==> src/gpio_alt_defines.vh <==
// register indices, field positions, reset values and timing constants
`ifndef GPIO_ALT_DEFINES_VH
`define GPIO_ALT_DEFINES_VH
`define IDX_PIN_EN_LO 9'h025
`define IDX_PIN_EN_HI 9'h026
`define IDX_CS0_MSB 9'h060
`define IDX_CS0_LSB 9'h061
`define IDX_CS1_MSB 9'h062
`define IDX_CS1_LSB 9'h063
`define IDX_CS2_MSB 9'h064
`define IDX_CS2_LSB 9'h065
`define IDX_SIO_MSB 9'h066
`define IDX_SIO_LSB 9'h067
`define IDX_IRQ_MAP 9'h070
`define IDX_POL_LO 9'h0F0
`define IDX_CS0_CTRL 9'h0F1
`define IDX_CS1_CTRL 9'h0F2
`define IDX_CS2_CTRL 9'h0F3
`define IDX_FUNC_LO 9'h0F4
`define IDX_DIR_LO 9'h0F5
`define IDX_SIO_CTRL 9'h0F6
`define IDX_ZWS_EN 9'h0F7
`define IDX_POL_HI 9'h0F8
`define IDX_FUNC_HI 9'h0F9
`define IDX_DIR_HI 9'h0FA
`define IDX_PWR_PIN 9'h0FB
`define IDX_PWR_CTRL 9'h100
`define IDX_PIN_STAT_LO 9'h101
`define IDX_PIN_STAT_HI 9'h102
`define SIO_SINGLE_BIT 4
`define SIO_GROUP_BIT 5
`define ZWS_GPIO_BIT 7
`define PWR_DLY_SEL_BIT 0
`define PWR_SOFT_OFF_BIT 5
`define PWR_HOLD_BIT 6
`define PWR_STAT_BIT 7
`define CFG_RST_BYTE 8'h00
`define CFG_RST_NIB 4'h0
`define CFG_RST_BASE 12'h000
`define SYNC_RST 15'h7FFF
`define CLK_HZ 20000000
`define DEBOUNCE_MS 16
`define OFF_DELAY_SHORT_S 5
`define OFF_DELAY_LONG_S 21
`define DEBOUNCE_CYC ((`DEBOUNCE_MS * `CLK_HZ + 999) / 1000)
`define DELAY_SHORT_CYC (`OFF_DELAY_SHORT_S * `CLK_HZ)
`define DELAY_LONG_CYC (`OFF_DELAY_LONG_S * `CLK_HZ)
`endif

==> src/gpio_altfunc_power_control.v <==
// twelve-pin gpio unit with alternate functions and power switch control
`include "gpio_alt_defines.vh"
module gpio_altfunc_power_control #(
  parameter [31:0] DEBOUNCE_CYC = `DEBOUNCE_CYC,
  parameter [31:0] DELAY_SHORT_CYC = `DELAY_SHORT_CYC,
  parameter [31:0] DELAY_LONG_CYC = `DELAY_LONG_CYC
) (
  input wire sys_clk,
  input wire reset_n,
  input wire psel,
  input wire penable,
  input wire pwrite,
  input wire [11:0] paddr,
  input wire [31:0] pwdata,
  output wire [31:0] prdata,
  output wire pready,
  output wire pslverr,
  input wire [15:0] isa_addr,
  input wire isa_ior_n,
  input wire isa_iow_n,
  input wire [7:0] isa_data_in,
  output wire [7:0] isa_data_out,
  output wire isa_data_oe_n,
  input wire [7:0] dev_access,
  input wire [11:0] gpio_in,
  output wire [11:0] gpio_out,
  output wire [11:0] gpio_oe_n,
  input wire multi_use_input_zero,
  input wire companion_wake_input_a,
  input wire companion_wake_input_b,
  output wire main_power_enable_out,
  output wire irq_route_req,
  output wire [3:0] irq_route_level
);
  localparam [2:0] ST_OFF = 3'b001;
  localparam [2:0] ST_ON = 3'b010;
  localparam [2:0] ST_DLY = 3'b100;

  function [11:0] loc_pins;
    input [3:0] c;
    begin
      case (c)
        4'h2: loc_pins = 12'h100;
        4'h4: loc_pins = 12'h200;
        4'h6: loc_pins = 12'h400;
        4'h8: loc_pins = 12'h800;
        4'h1, 4'h3, 4'h5, 4'h7, 4'h9, 4'hB, 4'hD, 4'hF: begin
          loc_pins = 12'h001 << c[3:1];
        end
        default: loc_pins = 12'h000;
      endcase
    end
  endfunction

  function [11:0] ring_pins;
    input [2:0] c;
    begin
      if (c >= 3'h2 && c <= 3'h6) begin
        ring_pins = 12'h001 << c;
      end else begin
        ring_pins = 12'h000;
      end
    end
  endfunction

  reg [7:0] pin_en_lo_ff;
  reg [3:0] pin_en_hi_ff;
  reg [11:0] cs_base_ff [0:2];
  reg [7:0] cs_ctrl_ff [0:2];
  reg [11:0] sio_base_ff;
  reg [7:0] irq_map_ff;
  reg [7:0] pol_lo_ff;
  reg [7:0] func_lo_ff;
  reg [7:0] dir_lo_ff;
  reg [5:0] sio_ctrl_ff;
  reg [7:0] zws_en_ff;
  reg [3:0] pol_hi_ff;
  reg [3:0] func_hi_ff;
  reg [3:0] dir_hi_ff;
  reg [6:0] pwr_pin_ff;
  reg dly_sel_ff;
  reg hold_ff;
  reg soft_off_ff;
  reg [31:0] prdata_ff;
  reg [7:0] rd_val;
  reg hit_reg;
  reg [14:0] s1_ff;
  reg [14:0] s2_ff;
  reg [14:0] s3_ff;
  reg [14:0] filt_ff;
  reg [11:0] sio_data_ff;
  reg [7:0] isa_data_out_ff;
  reg iow_d_ff;
  reg [11:0] gpio_out_ff;
  reg [11:0] gpio_oe_n_ff;
  reg irq_req_ff;
  reg ring_d_ff;
  reg wake_a_d_ff;
  reg wake_b_d_ff;
  reg [31:0] deb_cnt_ff;
  reg [2:0] state_ff;
  reg [2:0] nxt_state;
  reg [31:0] tmr_ff;
  reg [31:0] nxt_tmr;
  reg power_ff;

  wire [11:0] pin_en = {pin_en_hi_ff, pin_en_lo_ff};
  wire [11:0] pol = {pol_hi_ff, pol_lo_ff};
  wire [11:0] func = {func_hi_ff, func_lo_ff};
  wire [11:0] dir = {dir_hi_ff, dir_lo_ff};
  wire [11:0] alt_vec = pin_en & ~func;
  wire [11:0] pin_lvl = filt_ff[11:0];

  // apb slave: no wait states, read data latched in the setup cycle
  wire setup = psel & ~penable;
  wire acc = psel & penable;
  wire [8:0] idx = paddr[10:2];
  wire aligned = (paddr[1:0] == 2'b00) & ~paddr[11];
  wire wr = acc & pwrite & aligned & hit_reg;
  wire [7:0] wd = pwdata[7:0];

  assign pready = 1'b1;
  assign pslverr = acc & ~(aligned & hit_reg);
  assign prdata = prdata_ff;

  // reserved bits are simply not stored and read back as zero
  always @* begin
    hit_reg = 1'b1;
    rd_val = 8'h00;
    case (idx)
      `IDX_PIN_EN_LO: rd_val = pin_en_lo_ff;
      `IDX_PIN_EN_HI: rd_val = {4'h0, pin_en_hi_ff};
      `IDX_CS0_MSB: rd_val = {4'h0, cs_base_ff[0][11:8]};
      `IDX_CS0_LSB: rd_val = cs_base_ff[0][7:0];
      `IDX_CS1_MSB: rd_val = {4'h0, cs_base_ff[1][11:8]};
      `IDX_CS1_LSB: rd_val = cs_base_ff[1][7:0];
      `IDX_CS2_MSB: rd_val = {4'h0, cs_base_ff[2][11:8]};
      `IDX_CS2_LSB: rd_val = cs_base_ff[2][7:0];
      `IDX_SIO_MSB: rd_val = {4'h0, sio_base_ff[11:8]};
      `IDX_SIO_LSB: rd_val = sio_base_ff[7:0];
      `IDX_IRQ_MAP: rd_val = irq_map_ff;
      `IDX_POL_LO: rd_val = pol_lo_ff;
      `IDX_CS0_CTRL: rd_val = cs_ctrl_ff[0];
      `IDX_CS1_CTRL: rd_val = cs_ctrl_ff[1];
      `IDX_CS2_CTRL: rd_val = cs_ctrl_ff[2];
      `IDX_FUNC_LO: rd_val = func_lo_ff;
      `IDX_DIR_LO: rd_val = dir_lo_ff;
      `IDX_SIO_CTRL: rd_val = {2'b00, sio_ctrl_ff};
      `IDX_ZWS_EN: rd_val = zws_en_ff;
      `IDX_POL_HI: rd_val = {4'h0, pol_hi_ff};
      `IDX_FUNC_HI: rd_val = {4'h0, func_hi_ff};
      `IDX_DIR_HI: rd_val = {4'h0, dir_hi_ff};
      `IDX_PWR_PIN: rd_val = {1'b0, pwr_pin_ff};
      `IDX_PWR_CTRL: rd_val = {power_ff, hold_ff, 5'h00, dly_sel_ff};
      `IDX_PIN_STAT_LO: rd_val = pin_lvl[7:0];
      `IDX_PIN_STAT_HI: rd_val = {4'h0, pin_lvl[11:8]};
      default: hit_reg = 1'b0;
    endcase
  end

  always @(posedge sys_clk or negedge reset_n) begin
    if (!reset_n) begin
      prdata_ff <= 32'h0000_0000;
    end else if (setup) begin
      prdata_ff <= {24'h00_0000, (aligned ? rd_val : 8'h00)};
    end
  end

  always @(posedge sys_clk or negedge reset_n) begin
    if (!reset_n) begin
      pin_en_lo_ff <= `CFG_RST_BYTE;
      pin_en_hi_ff <= `CFG_RST_NIB;
      cs_base_ff[0] <= `CFG_RST_BASE;
      cs_base_ff[1] <= `CFG_RST_BASE;
      cs_base_ff[2] <= `CFG_RST_BASE;
      cs_ctrl_ff[0] <= `CFG_RST_BYTE;
      cs_ctrl_ff[1] <= `CFG_RST_BYTE;
      cs_ctrl_ff[2] <= `CFG_RST_BYTE;
      sio_base_ff <= `CFG_RST_BASE;
      irq_map_ff <= `CFG_RST_BYTE;
      pol_lo_ff <= `CFG_RST_BYTE;
      func_lo_ff <= `CFG_RST_BYTE;
      dir_lo_ff <= `CFG_RST_BYTE;
      sio_ctrl_ff <= 6'h00;
      zws_en_ff <= `CFG_RST_BYTE;
      pol_hi_ff <= `CFG_RST_NIB;
      func_hi_ff <= `CFG_RST_NIB;
      dir_hi_ff <= `CFG_RST_NIB;
      pwr_pin_ff <= 7'h00;
      dly_sel_ff <= 1'b0;
      hold_ff <= 1'b0;
      soft_off_ff <= 1'b0;
    end else begin
      soft_off_ff <= wr & (idx == `IDX_PWR_CTRL) & wd[`PWR_SOFT_OFF_BIT];
      if (wr) begin
        case (idx)
          `IDX_PIN_EN_LO: pin_en_lo_ff <= wd;
          `IDX_PIN_EN_HI: pin_en_hi_ff <= wd[3:0];
          `IDX_CS0_MSB: cs_base_ff[0][11:8] <= wd[3:0];
          `IDX_CS0_LSB: cs_base_ff[0][7:0] <= wd;
          `IDX_CS1_MSB: cs_base_ff[1][11:8] <= wd[3:0];
          `IDX_CS1_LSB: cs_base_ff[1][7:0] <= wd;
          `IDX_CS2_MSB: cs_base_ff[2][11:8] <= wd[3:0];
          `IDX_CS2_LSB: cs_base_ff[2][7:0] <= wd;
          `IDX_SIO_MSB: sio_base_ff[11:8] <= wd[3:0];
          `IDX_SIO_LSB: sio_base_ff[7:0] <= wd;
          `IDX_IRQ_MAP: irq_map_ff <= wd;
          `IDX_POL_LO: pol_lo_ff <= wd;
          `IDX_CS0_CTRL: cs_ctrl_ff[0] <= wd;
          `IDX_CS1_CTRL: cs_ctrl_ff[1] <= wd;
          `IDX_CS2_CTRL: cs_ctrl_ff[2] <= wd;
          `IDX_FUNC_LO: func_lo_ff <= wd;
          `IDX_DIR_LO: dir_lo_ff <= wd;
          `IDX_SIO_CTRL: sio_ctrl_ff <= wd[5:0];
          `IDX_ZWS_EN: zws_en_ff <= wd;
          `IDX_POL_HI: pol_hi_ff <= wd[3:0];
          `IDX_FUNC_HI: func_hi_ff <= wd[3:0];
          `IDX_DIR_HI: dir_hi_ff <= wd[3:0];
          `IDX_PWR_PIN: pwr_pin_ff <= wd[6:0];
          `IDX_PWR_CTRL: begin
            dly_sel_ff <= wd[`PWR_DLY_SEL_BIT];
            hold_ff <= wd[`PWR_HOLD_BIT];
          end
          default: begin
          end
        endcase
      end
    end
  end

  // pin synchroniser: a level counts once stages two and three agree
  wire [14:0] raw_in = {companion_wake_input_b, companion_wake_input_a,
                        multi_use_input_zero, gpio_in};

  always @(posedge sys_clk or negedge reset_n) begin
    if (!reset_n) begin
      s1_ff <= `SYNC_RST;
      s2_ff <= `SYNC_RST;
      s3_ff <= `SYNC_RST;
      filt_ff <= `SYNC_RST;
    end else begin
      s1_ff <= raw_in;
      s2_ff <= s1_ff;
      s3_ff <= s2_ff;
      filt_ff <= (s2_ff & s3_ff) | (filt_ff & (s2_ff ^ s3_ff));
    end
  end

  // isa side runs on sys_clk, so no synchroniser here
  wire ior = ~isa_ior_n;
  wire iow = ~isa_iow_n;
  wire [15:0] sio_base = {4'h0, sio_base_ff};
  wire at_base = (isa_addr == sio_base);
  wire at_next = (isa_addr == sio_base + 16'h0001);
  wire single = sio_ctrl_ff[`SIO_SINGLE_BIT];
  wire grp1 = sio_ctrl_ff[`SIO_GROUP_BIT];
  wire hit1 = single ? (grp1 & at_base) : at_base;
  wire hit2 = single ? (~grp1 & at_base) : at_next;
  wire iow_rise = iow & ~iow_d_ff;
  wire [11:0] sio_rd;

  always @(posedge sys_clk or negedge reset_n) begin
    if (!reset_n) begin
      iow_d_ff <= 1'b0;
      sio_data_ff <= 12'h000;
      isa_data_out_ff <= 8'h00;
    end else begin
      iow_d_ff <= iow;
      if (iow_rise & hit1) begin
        sio_data_ff[7:0] <= isa_data_in;
      end else if (iow_rise & hit2) begin
        sio_data_ff[11:8] <= isa_data_in[3:0];
      end
      isa_data_out_ff <= hit1 ? sio_rd[7:0] : {4'h0, sio_rd[11:8]};
    end
  end

  assign isa_data_out = isa_data_out_ff;
  assign isa_data_oe_n = ~(ior & (hit1 | hit2));

  // chip-select strobes
  wire [11:0] cs_sel [0:2];
  wire [2:0] cs_act;
  genvar k;
  generate
    for (k = 0; k < 3; k = k + 1) begin : g_cs
      wire [1:0] sz = cs_ctrl_ff[k][7:6];
      wire [1:0] qual = cs_ctrl_ff[k][5:4];
      wire [15:0] msk = 16'hFFFF << sz;
      wire match = ((isa_addr ^ {4'h0, cs_base_ff[k]}) & msk) == 16'h0000;
      assign cs_act[k] = match & ((qual == 2'b00) |
                                  ((qual == 2'b01) & ior) |
                                  ((qual == 2'b10) & iow) |
                                  ((qual == 2'b11) & (ior | iow)));
      assign cs_sel[k] = loc_pins(cs_ctrl_ff[k][3:0]);
    end
  endgenerate

  // zero wait state: gpio device also covers our own ports
  wire gpio_dev = hit1 | hit2 | (|cs_act);
  wire [7:0] dev_all = {dev_access[`ZWS_GPIO_BIT] | gpio_dev,
                        dev_access[6:0]};
  wire zws_act = (ior | iow) & (|(dev_all & zws_en_ff));
  wire [11:0] zws_sel = loc_pins(sio_ctrl_ff[3:0]);
  wire [11:0] por_sel = loc_pins(pwr_pin_ff[3:0]);
  wire [11:0] ring_sel = ring_pins(pwr_pin_ff[6:4]);
  wire [11:0] irq_sel = loc_pins(irq_map_ff[7:4]);
  wire por_act = (state_ff == ST_DLY);
  wire [11:0] nxt_gpio_out;
  wire [11:0] nxt_gpio_oe_n;

  genvar i;
  generate
    for (i = 0; i < 12; i = i + 1) begin : g_pin
      wire sio_ok = pin_en[i] & func[i];
      wire alt_drv = cs_sel[0][i] | cs_sel[1][i] | cs_sel[2][i] |
                     zws_sel[i] | por_sel[i];
      wire alt_low = (cs_sel[0][i] & cs_act[0]) |
                     (cs_sel[1][i] & cs_act[1]) |
                     (cs_sel[2][i] & cs_act[2]) |
                     (zws_sel[i] & zws_act) |
                     (por_sel[i] & por_act);
      assign nxt_gpio_oe_n[i] = ~((sio_ok & ~dir[i]) |
                                  (alt_vec[i] & alt_drv));
      assign nxt_gpio_out[i] = sio_ok ? (sio_data_ff[i] ^ pol[i]) :
                               ~alt_low;
      assign sio_rd[i] = dir[i] ? (pin_lvl[i] ^ pol[i]) :
                         sio_data_ff[i];
    end
  endgenerate

  // ring pin idles high when unplaced; interrupt pin must be an input
  wire ring_n = ~|(ring_sel & alt_vec & ~pin_lvl);
  wire ring_pulse = ring_n & ~ring_d_ff;
  wire nxt_irq = |(irq_sel & alt_vec & dir & pin_lvl);
  wire wake_ev = (filt_ff[13] & ~wake_a_d_ff) |
                 (filt_ff[14] & ~wake_b_d_ff);
  wire sw_low = ~filt_ff[12];
  wire press = sw_low & (deb_cnt_ff == DEBOUNCE_CYC - 32'h1);

  always @(posedge sys_clk or negedge reset_n) begin
    if (!reset_n) begin
      gpio_out_ff <= 12'hFFF;
      gpio_oe_n_ff <= 12'hFFF;
      irq_req_ff <= 1'b0;
      ring_d_ff <= 1'b1;
      wake_a_d_ff <= 1'b1;
      wake_b_d_ff <= 1'b1;
      deb_cnt_ff <= 32'h0000_0000;
    end else begin
      gpio_out_ff <= nxt_gpio_out;
      gpio_oe_n_ff <= nxt_gpio_oe_n;
      irq_req_ff <= nxt_irq;
      ring_d_ff <= ring_n;
      wake_a_d_ff <= filt_ff[13];
      wake_b_d_ff <= filt_ff[14];
      // saturates so a held switch gives one press only
      if (!sw_low) begin
        deb_cnt_ff <= 32'h0000_0000;
      end else if (deb_cnt_ff != DEBOUNCE_CYC) begin
        deb_cnt_ff <= deb_cnt_ff + 32'h1;
      end
    end
  end

  always @* begin
    nxt_state = state_ff;
    nxt_tmr = tmr_ff;
    case (state_ff)
      ST_OFF: begin
        if (wake_ev | ring_pulse | press) begin
          nxt_state = ST_ON;
        end
      end
      ST_ON: begin
        if (soft_off_ff) begin
          nxt_state = ST_OFF;
        end else if (press) begin
          nxt_state = ST_DLY;
          nxt_tmr = (dly_sel_ff ? DELAY_LONG_CYC : DELAY_SHORT_CYC) -
                    32'h1;
        end
      end
      ST_DLY: begin
        if (soft_off_ff || tmr_ff == 32'h0000_0000) begin
          nxt_state = ST_OFF;
        end else if (!hold_ff) begin
          nxt_tmr = tmr_ff - 32'h1;
        end
      end
      default: nxt_state = ST_OFF;
    endcase
  end

  always @(posedge sys_clk or negedge reset_n) begin
    if (!reset_n) begin
      state_ff <= ST_OFF;
      tmr_ff <= 32'h0000_0000;
      power_ff <= 1'b0;
    end else begin
      state_ff <= nxt_state;
      tmr_ff <= nxt_tmr;
      power_ff <= (nxt_state != ST_OFF);
    end
  end

  assign gpio_out = gpio_out_ff;
  assign gpio_oe_n = gpio_oe_n_ff;
  assign main_power_enable_out = power_ff;
  assign irq_route_req = irq_req_ff;
  assign irq_route_level = irq_map_ff[3:0];
endmodule

==> config.mk <==
export PLATFORM = sky130hd
export DESIGN_NAME = gpio_altfunc_power_control
export DESIGN_NICKNAME = d
export VERILOG_FILES = /design/src/gpio_altfunc_power_control.v
export VERILOG_INCLUDE_DIRS = /design/src
export SDC_FILE = /design/constraint.sdc
export NUM_CORES = 1
export LEC_CHECK = 0
export BUFFER_PORTS_ARGS = -buffer_cell sky130_fd_sc_hd__buf_2
export CAP_MARGIN = 15
export CORE_MARGIN = 2
export CORE_UTILIZATION = 49
export CTS_CLUSTER_SIZE = 12
export DETAILED_ROUTE_END_ITERATION = 8
export PLACE_DENSITY = 0.71
export SLEW_MARGIN = 10
export SYNTH_ARGS = -nofsm -noshare
export SYNTH_HDL_FRONTEND = slang
export SYNTH_SLANG_ARGS = --single-unit
export TNS_END_PERCENT = 30
==> constraint.sdc <==
create_clock -name sys_clk -period 4.1 [get_ports sys_clk]
set_clock_uncertainty 0.2 [all_clocks]
set_input_delay 0 -clock sys_clk [delete_from_list [all_inputs] [get_ports sys_clk]]
set_output_delay 0 -clock sys_clk [all_outputs]
set_load 0.01 [all_outputs]
# Word-level counts from Yosys, hierarchy flattened
# Index checks and enable logic that the tools add are counted.
dict set report totals {
  ff_bits 337
  output_inout_bits 73
}
dict set report classes {
  n_lt_le_gt_ge 2
  reduce_logical 50
  bitwise 345
  eq_ne 119
  mux 50
  addsub 4
  shift 10
}
# cell n
set ops {}
lappend ops {{$pmux W12 S5} 6}
lappend ops {{$pmux W8 S26} 1}
lappend ops {{$mux W32} 6}
lappend ops {{$and A1 B1 Y1} 129}
lappend ops {{$or A1 B1 Y1} 124}
lappend ops {{$eq A4 B4 Y1 const B} 30}
lappend ops {{$eq A9 B8 Y1 const B} 12}
lappend ops {{$eq A4 B3 Y1 const B} 24}
lappend ops {{$shl A1 B3 Y12 const A} 7}
lappend ops {{$eq A9 B7 Y1 const B} 9}
lappend ops {{$and A12 B12 Y12} 6}
lappend ops {{$pmux W32 S2} 1}
lappend ops {{$reduce_or A8 Y1} 7}
lappend ops {{$reduce_and A2 Y1} 25}
lappend ops {{$not A1 Y1} 49}
lappend ops {{$and A16 B16 Y16} 3}
lappend ops {{$eq A4 B2 Y1 const B} 12}
lappend ops {{$logic_not A16 Y1} 3}
lappend ops {{$shl A16 B2 Y16 const A} 3}
lappend ops {{$xor A16 B12 Y16} 3}
lappend ops {{$add A32 B1 Y32 const B} 1}
lappend ops {{$eq A32 B19 Y1 const B} 1}
lappend ops {{$logic_not A32 Y1} 1}
lappend ops {{$ne A32 B19 Y1 const B} 1}
lappend ops {{other kinds (38)} 116}

# Logic depth before layout (Yosys ltp)
# Gate-level depths: netlist (run 1).
dict set report depth {
  word_depth 17
  ltp_mapped 10
  mapped_depth_nobuf 9
}

# Least setup slack after synthesis (run 1)
# OpenSTA, ideal clock, no wires.
dict set report synth_timing {
  path_type {flip-flop to flip-flop}
  from {reg sio_base_ff[0]}
  to {reg sio_data_ff[10]}
  setup_time_ns 0.125
  stages_incl_launch_ff 8
  arrival_ns 2.684
  slack_ns 1.091
  path_cell_list {dfrtp_1 -> xor2_1 -> or4_1 -> or4_4 -> nand4_2 -> nand4_2 -> a2111oi_4 -> mux2_2}
}
dict set report synth_between {
  elab_chain_len 6
}
# item line
set synth_lines {}
lappend synth_lines {{start: declaration} gpio_altfunc_power_control.v:70} ;# reg [11:0] sio_base_ff;
lappend synth_lines {{start signal: assignment} gpio_altfunc_power_control.v:179} ;# sio_base_ff <= `CFG_RST_BASE;
lappend synth_lines {{start signal: assignment} gpio_altfunc_power_control.v:206} ;# `IDX_SIO_LSB: sio_base_ff[7:0] <= wd;
lappend synth_lines {{branches (longest 5 deep; another with $add A12 B1 Y13)} n/a}
lappend synth_lines {{$reduce_and A2 Y1 (no source line) (*)} n/a}
lappend synth_lines {{end signal: assignment} gpio_altfunc_power_control.v:272} ;# sio_data_ff[11:8] <= isa_data_in[3:0];
lappend synth_lines {{end: declaration} gpio_altfunc_power_control.v:91} ;# reg [11:0] sio_data_ff;
# Every way passes the cells marked *.
# A chain may end at the register's enable or synchronous reset.

# Final worst setup path (run 1)
dict set report layout_timing {
  from {in paddr[9]}
  to {reg hold_ff}
}
dict set report layout_between {
  elab_chain_len 5
}
# item line
set layout_lines {}
lappend layout_lines {{start: declaration} gpio_altfunc_power_control.v:13} ;# input wire [11:0] paddr,
lappend layout_lines {{$eq A9 B9 Y1 (tied with other cells)} {gpio_altfunc_power_control.v:130, gpio_altfunc_power_control.v:196}}
lappend layout_lines {{$reduce_or A26 Y1 (no source line)} n/a}
lappend layout_lines {{$mux W1} gpio_altfunc_power_control.v:130} ;# case (idx)
lappend layout_lines {{$and A1 B1 Y1} gpio_altfunc_power_control.v:119} ;# wire wr = acc & pwrite & aligned & hit_reg;
lappend layout_lines {{$reduce_and A2 Y1 (no source line) (*)} n/a}
lappend layout_lines {{end signal: assignment} gpio_altfunc_power_control.v:222} ;# hold_ff <= wd[`PWR_HOLD_BIT];
lappend layout_lines {{end: declaration} gpio_altfunc_power_control.v:82} ;# reg hold_ff;
# Every way passes the cells marked *; elsewhere a longest branch is shown, timed or not.

==> flow_summary.json, run 1 <==
{
  "multiInputGateArea_um2": 8660,
  "powerDensity_nw_per_um2": 349.2,
  "max-vdd-ir-drop_uv": 294.9,
  "rows": 69,
  "crit_path_max_fanout": 12,
  "cp.required_ps": 4370,
  "io_buffers": 121,
  "wirelength_um": 58000,
  "ff2ff_path_depth": 7,
  "die_y_um": 194.5,
  "cts_setup_buffers": 0,
  "antenna_found_initial": 2,
  "first_iter_violations": 1746,
  "vias_per_cell": 6.424,
  "yosysTopAreaCell": "dfrtp_1",
  "yosysMostFrequentCell": "dfrtp_1",
  "cts_sinks": 337,
  "drc_errors": 0,
  "synth_edf_count": 0,
  "start_util_pct": 49.86,
  "gp_congestion": 0.9639,
  "fillers": 3026,
  "worstSetupPathType": "in2reg",
  "pre_cts_ws_ps": 682.5,
  "postSynthAreaPerCell_um2": 10.49,
  "drive_gt1_share_pct": 25.74,
  "end_kind": "flop",
  "cp.arrival_ps": 3820,
  "crit_chain": "dlygate4sd3_1, buf_2, nor3_1, nand3b_1, dlygate4sd3_1, nor3_1, nand2_1, dlygate4sd3_1, o21ai_0, dlygate4sd3_1",
  "clk_latency_ps": 540,
  "leakagePower_nw": 8.999,
  "grt_pass1_wl_um": 89410,
  "grt_max_degree": 115,
  "hold_viol_final": 13,
  "synth_area_leaders": "dfrtp_1 (35%), dfstp_2 (13%), mux2_2 (10%)",
  "slowest_delay_ps": 640,
  "ctsHoldBuffers": 57,
  "dr.pass1.iters": 7,
  "status": "finished, violations left",
  "synth_cells": 1695,
  "cts-resized-gates": 0,
  "critPathLaunchType": "input pin",
  "setup_viol": 0,
  "htreeDepth": 2,
  "grtUsageTotal_pct": 30.57,
  "drt-wirelength-per-cell_um": 24.76,
  "clk_pin_slew_ps": 60,
  "setup_tns_ps": 0,
  "cts_buffers": 37,
  "cts_tree": "done",
  "fmax_mhz": 281.5,
  "grt_pass1_vias": 14940,
  "worstHoldPathType": "in2async",
  "cp_slowest_cell": "dlygate4sd3_1",
  "syn_to_final_growth_pct": 15.48,
  "seqCellArea_um2": 8543,
  "finalCriticalPeriod_ps": 3552,
  "drv_slew": 0,
  "coreArea_um2": 35660,
  "drv_cap": 0,
  "ys_seq_elements": 337,
  "synth_warnings": 0,
  "synth_common_cells": "dfrtp_1 (249), mux2_2 (159), nand2_1 (111), nor2_1 (111), dfstp_2 (88)",
  "finalWorstSetupSlack_ps": 548.0,
  "dieArea_um2": 37820,
  "yosysTopAreaCellShare_pct": 35.05,
  "place.detailed.hpwl_um": 41030,
  "synth_ff_type": "dfrtp_1",
  "final_net_count": 1969,
  "die_w_um": 194.5,
  "finalPower_mw": 7.169,
  "critical_path.most_common_cell": "dlygate4sd3_1",
  "violations": "negative hold slack",
  "rsz0062_at_grt": "false",
  "synth-seq-area-share_pct": 48.05,
  "clk_path_buf_depth": 3,
  "clockRootBuffer": "clkbuf_16",
  "synth.cell_area_um2": 17780,
  "async_reset_ff_share_pct": 100.0,
  "relSlewSlack_pct": 35.43,
  "worst_slew_pin_slew_ps": 959.7,
  "ios": 171,
  "holdWs_ps": -55.67,
  "ant_nets": 0,
  "gr-total-overflow": 0,
  "period_share_pct": 86.63,
  "vias": 15040,
  "synth_cell_types": 84
}
flip-flops by register name, indices dropped and copies added, names as in the netlist, 8 cells and up:
signal / flops
cs_base_ff: 36
sio_data_ff: 12
zws_en_ff: 8
filt_ff: 15
isa_data_out: 8
irq_map_ff: 8
gpio_oe_n: 12
cs_ctrl_ff: 24
gpio_out: 12
s2_ff: 15
pol_lo_ff: 8
prdata: 8
tmr_ff: 32
pin_en_lo_ff: 8
func_lo_ff: 8
dir_lo_ff: 8
s3_ff: 15
deb_cnt_ff: 32
sio_base_ff: 12
s1_ff: 15
worst paths after layout:
path | startpoint | endpoint | slack (ps)
worst max-delay path | paddr[9] | hold_ff | 550
worst min register to register | s1_ff[7] | s2_ff[7] | 150
worst max register to register | sio_base_ff[0] | sio_data_ff[10] | 590
max in group asynchronous | reset_n | s3_ff[0] | 2670
worst min-delay path | reset_n | isa_data_out[2] | -60
min in group sys_clk | isa_data_in[4] | sio_data_ff[4] | 50
placed cells by master (no fill, tap or decap), drive strengths merged, types with 13 or more instances in the layout:
| master | n |
|---|---|
| dfrtp | 249 |
| mux2 | 159 |
| buf | 157 |
| nor2 | 112 |
| nand2 | 111 |
| dfstp | 88 |
| xnor2 | 71 |
| a21oi | 69 |
| nor3 | 65 |
| clkbuf | 61 |
| o21ai | 57 |
| dlygate4sd3 | 57 |
| nand3 | 55 |
| xor2 | 47 |
| a22oi | 38 |
| inv | 32 |
| nor4 | 30 |
| conb | 25 |
| nand4 | 24 |
| nand2b | 22 |
| a31oi | 21 |
| ha | 19 |
| nor2b | 18 |
| and3 | 18 |
| or3 | 17 |
| a21o | 17 |
| o31ai | 13 |
final cells by class:
cell class	count	share of cell area [%]
multi-input combinational	1230	42.18
clock buffer	61	5.393
timing repair buffer	214	7.215
tap	461	2.809
clock inverter	6	0.2011
inverter	32	0.5850
sequential	337	41.61
antenna	1	0.01219
critical path: cells and delay by family:
family | cells | cell delay (ps)
buffers and inverters | 5 | 2560
AND/OR/NAND/NOR | 4 | 1170
AO/OA/AOI/OAI | 1 | 80
logic make-up (layout without fill, tap and decap cells):
family          count (synthesis)  after routing  synth area share [%]
simple gates                  554            554                 16.51
mux                           172            172                 10.94
buf+inv                       151            313                 3.871
fa+ha+maj                      19             19                 1.337
other cells                     2             26               0.04224
compound gates                342            342                 13.43
xor+xnor                      118            118                 5.813
flops                         337            337                 48.05
power breakdown:
group	switching, mW	internal [mW]	leakage (nW)
combinational	0.283	0.169	4.07
sequential	0.0863	3.43	4.37
clock	1.35	1.85	0.564
layer usage:
| layer | up-vias | global-route usage, % | part of all wire, % |
|---|---|---|---|
| li1 | 6499 | - | - |
| met1 | 7468 | 41.48 | 41 |
| met2 | 886 | 46.71 | 44 |
| met3 | 189 | 7.427 | 9.9 |
| met4 | 2 | 13.48 | 4.8 |
| met5 | - | 0 | 0.022 |
through the flow:
step	util [%]	std cells	area (um^2)
after CTS	57.58	2341	20530
after floorplan	-	1718	17870
after detailed placement	52.76	2217	18810
final	57.58	2342	20530
after global placement	52.76	2217	18810
after global routing	57.58	2342	20530
No activity file was read; power rests on OpenSTA's default activity.
==> run 2: changes to the inputs <==
Settings changed: ABC_AREA set to 1, CORE_MARGIN 2 to 4.
==> flow_summary.json, run 2 <==
{
  "status": "completed",
  "io_buffers": 121,
  "die_w_um": 202.1,
  "drt-wirelength-per-cell_um": 21.53,
  "worst_slew_pin_slew_ps": 1084,
  "cts_tree": "done",
  "synth_top_family_by_area": "simple AND/OR/NAND/NOR gates",
  "max-vdd-ir-drop_uv": 323.6,
  "synthXorXnorAreaFrac_pct": 1.898,
  "yosysTopAreaCell": "dfrtp_1",
  "start_util_pct": 50.05,
  "design_area_um2": 21490,
  "mostFrequentLayoutCell": "nand2_1",
  "top_regs": "cs_base_ff x36, deb_cnt_ff x32, tmr_ff x32",
  "cts_buffers": 39,
  "antenna_found_initial": 0,
  "hold-path-endpoint": "gpio_out[3]",
  "clockRootBuffer": "clkbuf_16",
  "synth_edf_count": 0,
  "synth_common_cells": "nand2_1 (579), inv_1 (261), dfrtp_1 (249)",
  "yosysTopAreaCellShare_pct": 33.76,
  "end_kind": "flop",
  "top_register": "cs_base_ff",
  "rows": 70,
  "htreeDepth": 2,
  "rsz0062_at_grt": "false",
  "n_antenna_cell": 0,
  "cp.arrival_ps": 4160,
  "synth_fa_ha_area_share_pct": 1.288,
  "powerDensity_nw_per_um2": 339.3,
  "cp.required_ps": 4360,
  "async_reset_ff_share_pct": 100.0,
  "place.detailed.hpwl_um": 49560,
  "grtUsageTotal_pct": 32.19,
  "grt_pass1_wl_um": 101500,
  "synth-simple-area-share_pct": 27.73,
  "leakagePower_nw": 9.827,
  "ff2ff_setup_slack_ps": 560,
  "first_iter_violations": 1612,
  "coreArea_um2": 36870,
  "vias": 17590,
  "dieArea_um2": 40830,
  "ys_seq_elements": 337,
  "cp_slowest_cell": "dlygate4sd3_1",
  "ant_nets": 0,
  "cts_sinks": 337,
  "drv_slew": 0,
  "synth-seq-area-share_pct": 46.29,
  "place_area_um2": 19460,
  "largest_register_ffs": 36,
  "cts_setup_buffers": 0,
  "critPathLaunchType": "input pin",
  "yosysMostFrequentCell": "nand2_1",
  "syn_to_final_growth_pct": 16.43,
  "drc_errors": 0,
  "drive_gt1_share_pct": 14.14,
  "clk_pin_slew_ps": 70,
  "setup_viol": 0,
  "rr_startpoint": "sio_base_ff[1]",
  "dr.pass1.iters": 6,
  "hold_viol_final": 0,
  "rr_endpoint": "sio_data_ff[9]",
  "synth_cells": 2358,
  "gr-total-overflow": 0,
  "die_y_um": 202.1,
  "synth_area_leaders": "dfrtp_1 (34%), dfstp_2 (13%), nand2_1 (12%)",
  "drv_cap": 0,
  "ff2ff_path_depth": 15,
  "wirelength_um": 66720,
  "relSlewSlack_pct": 27.72,
  "grt_max_degree": 92,
  "synth_compound_area_share_pct": 13.78,
  "grt_pass1_vias": 16780,
  "clk_latency_ps": 580,
  "synth_cell_types": 57,
  "synth_mux_area_share_pct": 0.2441,
  "finalCriticalPeriod_ps": 3891,
  "synth_ff_type": "dfrtp_1",
  "worstHoldPathType": "in2reg",
  "slowest_delay_ps": 640,
  "fmax_mhz": 257.0,
  "ios": 171,
  "final_cell_mix": "nand2_1 (579), inv_1 (261), dfrtp_1 (249), nor2_1 (212), o21ai_0 (185)",
  "final_net_count": 2682,
  "crit_path_max_fanout": 22,
  "worstSetupPathType": "in2reg",
  "holdPathStages": 5,
  "period_share_pct": 94.89,
  "critical_path.most_common_cell": "dlygate4sd3_1",
  "crit_chain": "dlygate4sd3_1, buf_2, inv_1, nor3_2, dlygate4sd3_1, nand2_1, nand4_1, nor2_1, nand3_4, buf_4, nand3_4, nand2_1, o21ai_1, dlygate4sd3_1",
  "setup_tns_ps": 0,
  "gp_congestion": 1.005,
  "synth_warnings": 0,
  "clk_path_buf_depth": 3,
  "vias_per_cell": 5.675,
  "synth.cell_area_um2": 18460,
  "min_from": "isa_ior_n",
  "postSynthAreaPerCell_um2": 7.827
}
run 2: per-layer routing:
| metal | share of wire (%) | routed length (um) | GRT usage (%) | up-vias |
|---|---|---|---|---|
| met1 | 43 | 28450 | 44.47 | 8434 |
| met2 | 46 | 30400 | 51.20 | 793 |
| met4 | 4.3 | 2844 | 12.96 | 0 |
| met3 | 7.5 | 5020 | 4.909 | 171 |
| li1 | - | - | - | 8189 |
| met5 | 0 | 0 | 0 | - |
run 2: final cells by class:
class                      count  area (um^2)
inverter                     278         1044
clock inverter                16        135.1
clock buffer                  55         1077
multi-input combinational   1680         8391
timing repair buffer         229         1669
fill                        3377        15380
sequential                   337         8543
tap                          504        630.6
run 2: repair_timing:
action,4_1_cts,5_1_grt
gates resized for setup,0,0
endpoints found under the hold margin,438,0
hold buffers,80,0
run 2: logic make-up (layout without fill, tap and decap cells):
group	count (synthesis)	in the layout
compound gates	456	456
other cells	2	25
fa+ha+maj	19	19
xor+xnor	40	40
buf+inv	364	578
flops	337	337
simple gates	1136	1136
mux	4	4
run 2: stage by stage:
stage               util (%)  total power, mW  setup WS (ps)  std cells  hold WS, ps
finish                 58.28            7.292          209.5       3099        79.05
global route           58.28            7.537          39.97       3099        102.8
CTS                    58.28            7.338          256.5       3099        28.77
detailed placement     52.77            3.952          926.8       2948       -99.33
global placement       52.77            3.937          968.7       2948       -111.1
floorplan                  -            3.740           1869       2381       -495.6
run 2: worst max path at each step:
stage                   from               to  cells past startpoint
6_report           paddr[10]  pin_en_hi_ff[1]                     14
5_1_grt            paddr[10]  pin_en_hi_ff[1]                     14
4_1_cts            paddr[10]  pin_en_hi_ff[1]                     14
3_5_place_dp       paddr[10]     pol_lo_ff[6]                     11
3_3_place_gp       paddr[10]     pol_lo_ff[5]                     11
2_1_floorplan  deb_cnt_ff[0]        tmr_ff[2]                     13
run 2: worst max-delay path: cells and delay by family:
family	cells	cell delay [ps]
AO/OA/AOI/OAI	1	60
buffers and inverters	6	2600
AND/OR/NAND/NOR	7	1470
run 2: report_power, final:
part	switching, mW	internal, mW	leakage (nW)
Combinational	0.311	0.158	4.85
Sequential	0.0599	3.43	4.40
Clock	1.47	1.86	0.583
==> run 3: changes to the inputs <==
Clock period 4.1 ns to 4.55 ns, I/O delays scaled along.
==> flow_summary.json, run 3 (synthesis results as in run 2) <==
{
  "status": "completed",
  "drt-met1-wl_um": 27500,
  "clockRootBuffer": "clkbuf_16",
  "cp_slowest_cell": "dlygate4sd3_1",
  "cp.required_ps": 4820,
  "die_w_um": 202.1,
  "finalWorstSetupSlack_ps": 437.7,
  "critical_path.most_common_cell": "dlygate4sd3_1",
  "cp_num_buf_inv": 5,
  "rows": 70,
  "vias_per_cell": 5.573,
  "worstSetupPathType": "in2reg",
  "die_y_um": 202.1,
  "routed-wl-met3_um": 5170,
  "fillers": 3436,
  "ff2ff_path_depth": 13,
  "drive_gt1_share_pct": 13.63,
  "grtUsageTotal_pct": 31.34,
  "start_util_pct": 50.05,
  "cts_buffers": 38,
  "relSlewSlack_pct": 34.39,
  "cts_setup_buffers": 0,
  "ios": 171,
  "ctsHoldBuffers": 76,
  "fmax_mhz": 243.2,
  "end_kind": "flop",
  "cts-resized-gates": 0,
  "grt_pass1_wl_um": 99020,
  "period_share_pct": 90.38,
  "crit_path_max_fanout": 26,
  "gp_congestion": 0.9972,
  "io_buffers": 121,
  "hold_viol_final": 0,
  "rr_startpoint": "deb_cnt_ff[1]",
  "wirelength_um": 64780,
  "n_antenna_cell": 0,
  "setup_tns_ps": 0,
  "holdPathStages": 6,
  "final_cells": 3080,
  "maxUsedRoutingLayer": "met4",
  "mostFrequentLayoutCell": "nand2_1",
  "finalCriticalPeriod_ps": 4112,
  "hold-path-endpoint": "cs_base_ff[23]",
  "min_from": "paddr[6]",
  "powerDensity_nw_per_um2": 309.6,
  "vias": 17170,
  "holdWs_ps": 34.53,
  "crit_chain": "dlygate4sd3_1, buf_2, nor2_2, dlygate4sd3_1, inv_2, nor2_2, nand2_4, o2111ai_1, nor2_1, nand3_4, nand3_1, nor3_1, dlygate4sd3_1",
  "cts_tree": "done",
  "ff2ff_setup_slack_ps": 1160,
  "dieArea_um2": 40830,
  "finalPower_mw": 6.614,
  "first_iter_violations": 1694,
  "worstHoldPathType": "in2reg",
  "place.detailed.hpwl_um": 48430,
  "worst_slew_pin_slew_ps": 978.2,
  "clk_latency_ps": 560,
  "drt-wirelength-per-cell_um": 21.03,
  "top_register": "cs_base_ff",
  "final_net_count": 2663,
  "cp.arrival_ps": 4390,
  "antenna_found_initial": 0,
  "largest_register_ffs": 36,
  "path_delay_family": "simple AND/OR/NAND/NOR gates",
  "critPathLaunchType": "input pin",
  "top_regs": "cs_base_ff x36, deb_cnt_ff x32, tmr_ff x32",
  "pre_cts_ws_ps": 1091,
  "slowest_delay_ps": 650,
  "max-vdd-ir-drop_uv": 253.7,
  "drv_slew": 0,
  "ant_nets": 0,
  "gr-total-overflow": 0,
  "rsz0062_at_grt": "false",
  "clk_path_buf_depth": 3,
  "grt_max_degree": 131,
  "drv_cap": 0,
  "dr.pass1.iters": 5,
  "coreArea_um2": 36870,
  "cts_sinks": 337,
  "setup_viol": 0,
  "final_cell_mix": "nand2_1 (579), inv_1 (261), dfrtp_1 (249), nor2_1 (212), o21ai_0 (185)",
  "met2_length_um": 29580,
  "leakagePower_nw": 9.766,
  "htreeDepth": 2,
  "rr_endpoint": "tmr_ff[21]",
  "syn_to_final_growth_pct": 15.75,
  "placed_cells": 2934,
  "drc_errors": 0,
  "clk_pin_slew_ps": 60,
  "grt_pass1_vias": 16550
}
-- run 3: worst max-delay path by stage --
stage	slack, ps	to	cells past startpoint	startpoint
floorplan	2320	tmr_ff[2]	13	deb_cnt_ff[0]
global placement	1170	irq_map_ff[5]	10	paddr[10]
detailed placement	1090	irq_map_ff[0]	10	paddr[10]
CTS	570	soft_off_ff	13	paddr[3]
global route	320	soft_off_ff	13	paddr[3]
finish	440	soft_off_ff	13	paddr[3]
-- run 3: worst reg2reg max path, cell delays in order, from the launching register on --
cell     delay (ps)
dfrtp_1         380
ha_1            180
nand2_1          90
nor2_1          150
nand2_1         110
nor2_2          200
inv_2            80
nor3_2          270
nand3_2         280
nand2_2         190
nand2_2         420
nor2_2          500
nand2_1         110
o21a_1          130
-- run 3: power breakdown --
group | leakage (nW) | switching [mW] | internal, mW | total, mW
Sequential | 4.40 | 0.0540 | 3.09 | 3.14
Clock | 0.606 | 1.26 | 1.80 | 3.06
Combinational | 4.76 | 0.277 | 0.138 | 0.415
Total | 9.77 | 1.59 | 5.02 | 6.61
-- run 3: layer usage --
| layer | up-vias | track usage [%] |
|---|---|---|
| met5 | - | 0 |
| met4 | 0 | 11.50 |
| met3 | 139 | 5.631 |
| met2 | 713 | 49.79 |
| met1 | 8143 | 43.27 |
| li1 | 8170 | - |
-- run 3: metrics by stage --
stage / area, um^2 / utilization [%]
2_1_floorplan: 18540 / -
3_3_place_gp: 19350 / 52.49
3_5_place_dp: 19350 / 52.49
4_1_cts: 21360 / 57.94
5_1_grt: 21360 / 57.94
6_report: 21360 / 57.94
-- run 3: final cells by class --
class	count	area, um^2	area share, %
Clock inverter	11	87.58	0.4100
Clock buffer	59	1145	5.359
Sequential cell	337	8543	39.99
Timing Repair Buffer	211	1524	7.133
Tap cell	504	630.6	2.952
Multi-Input combinational cell	1680	8391	39.27
Inverter	278	1044	4.884
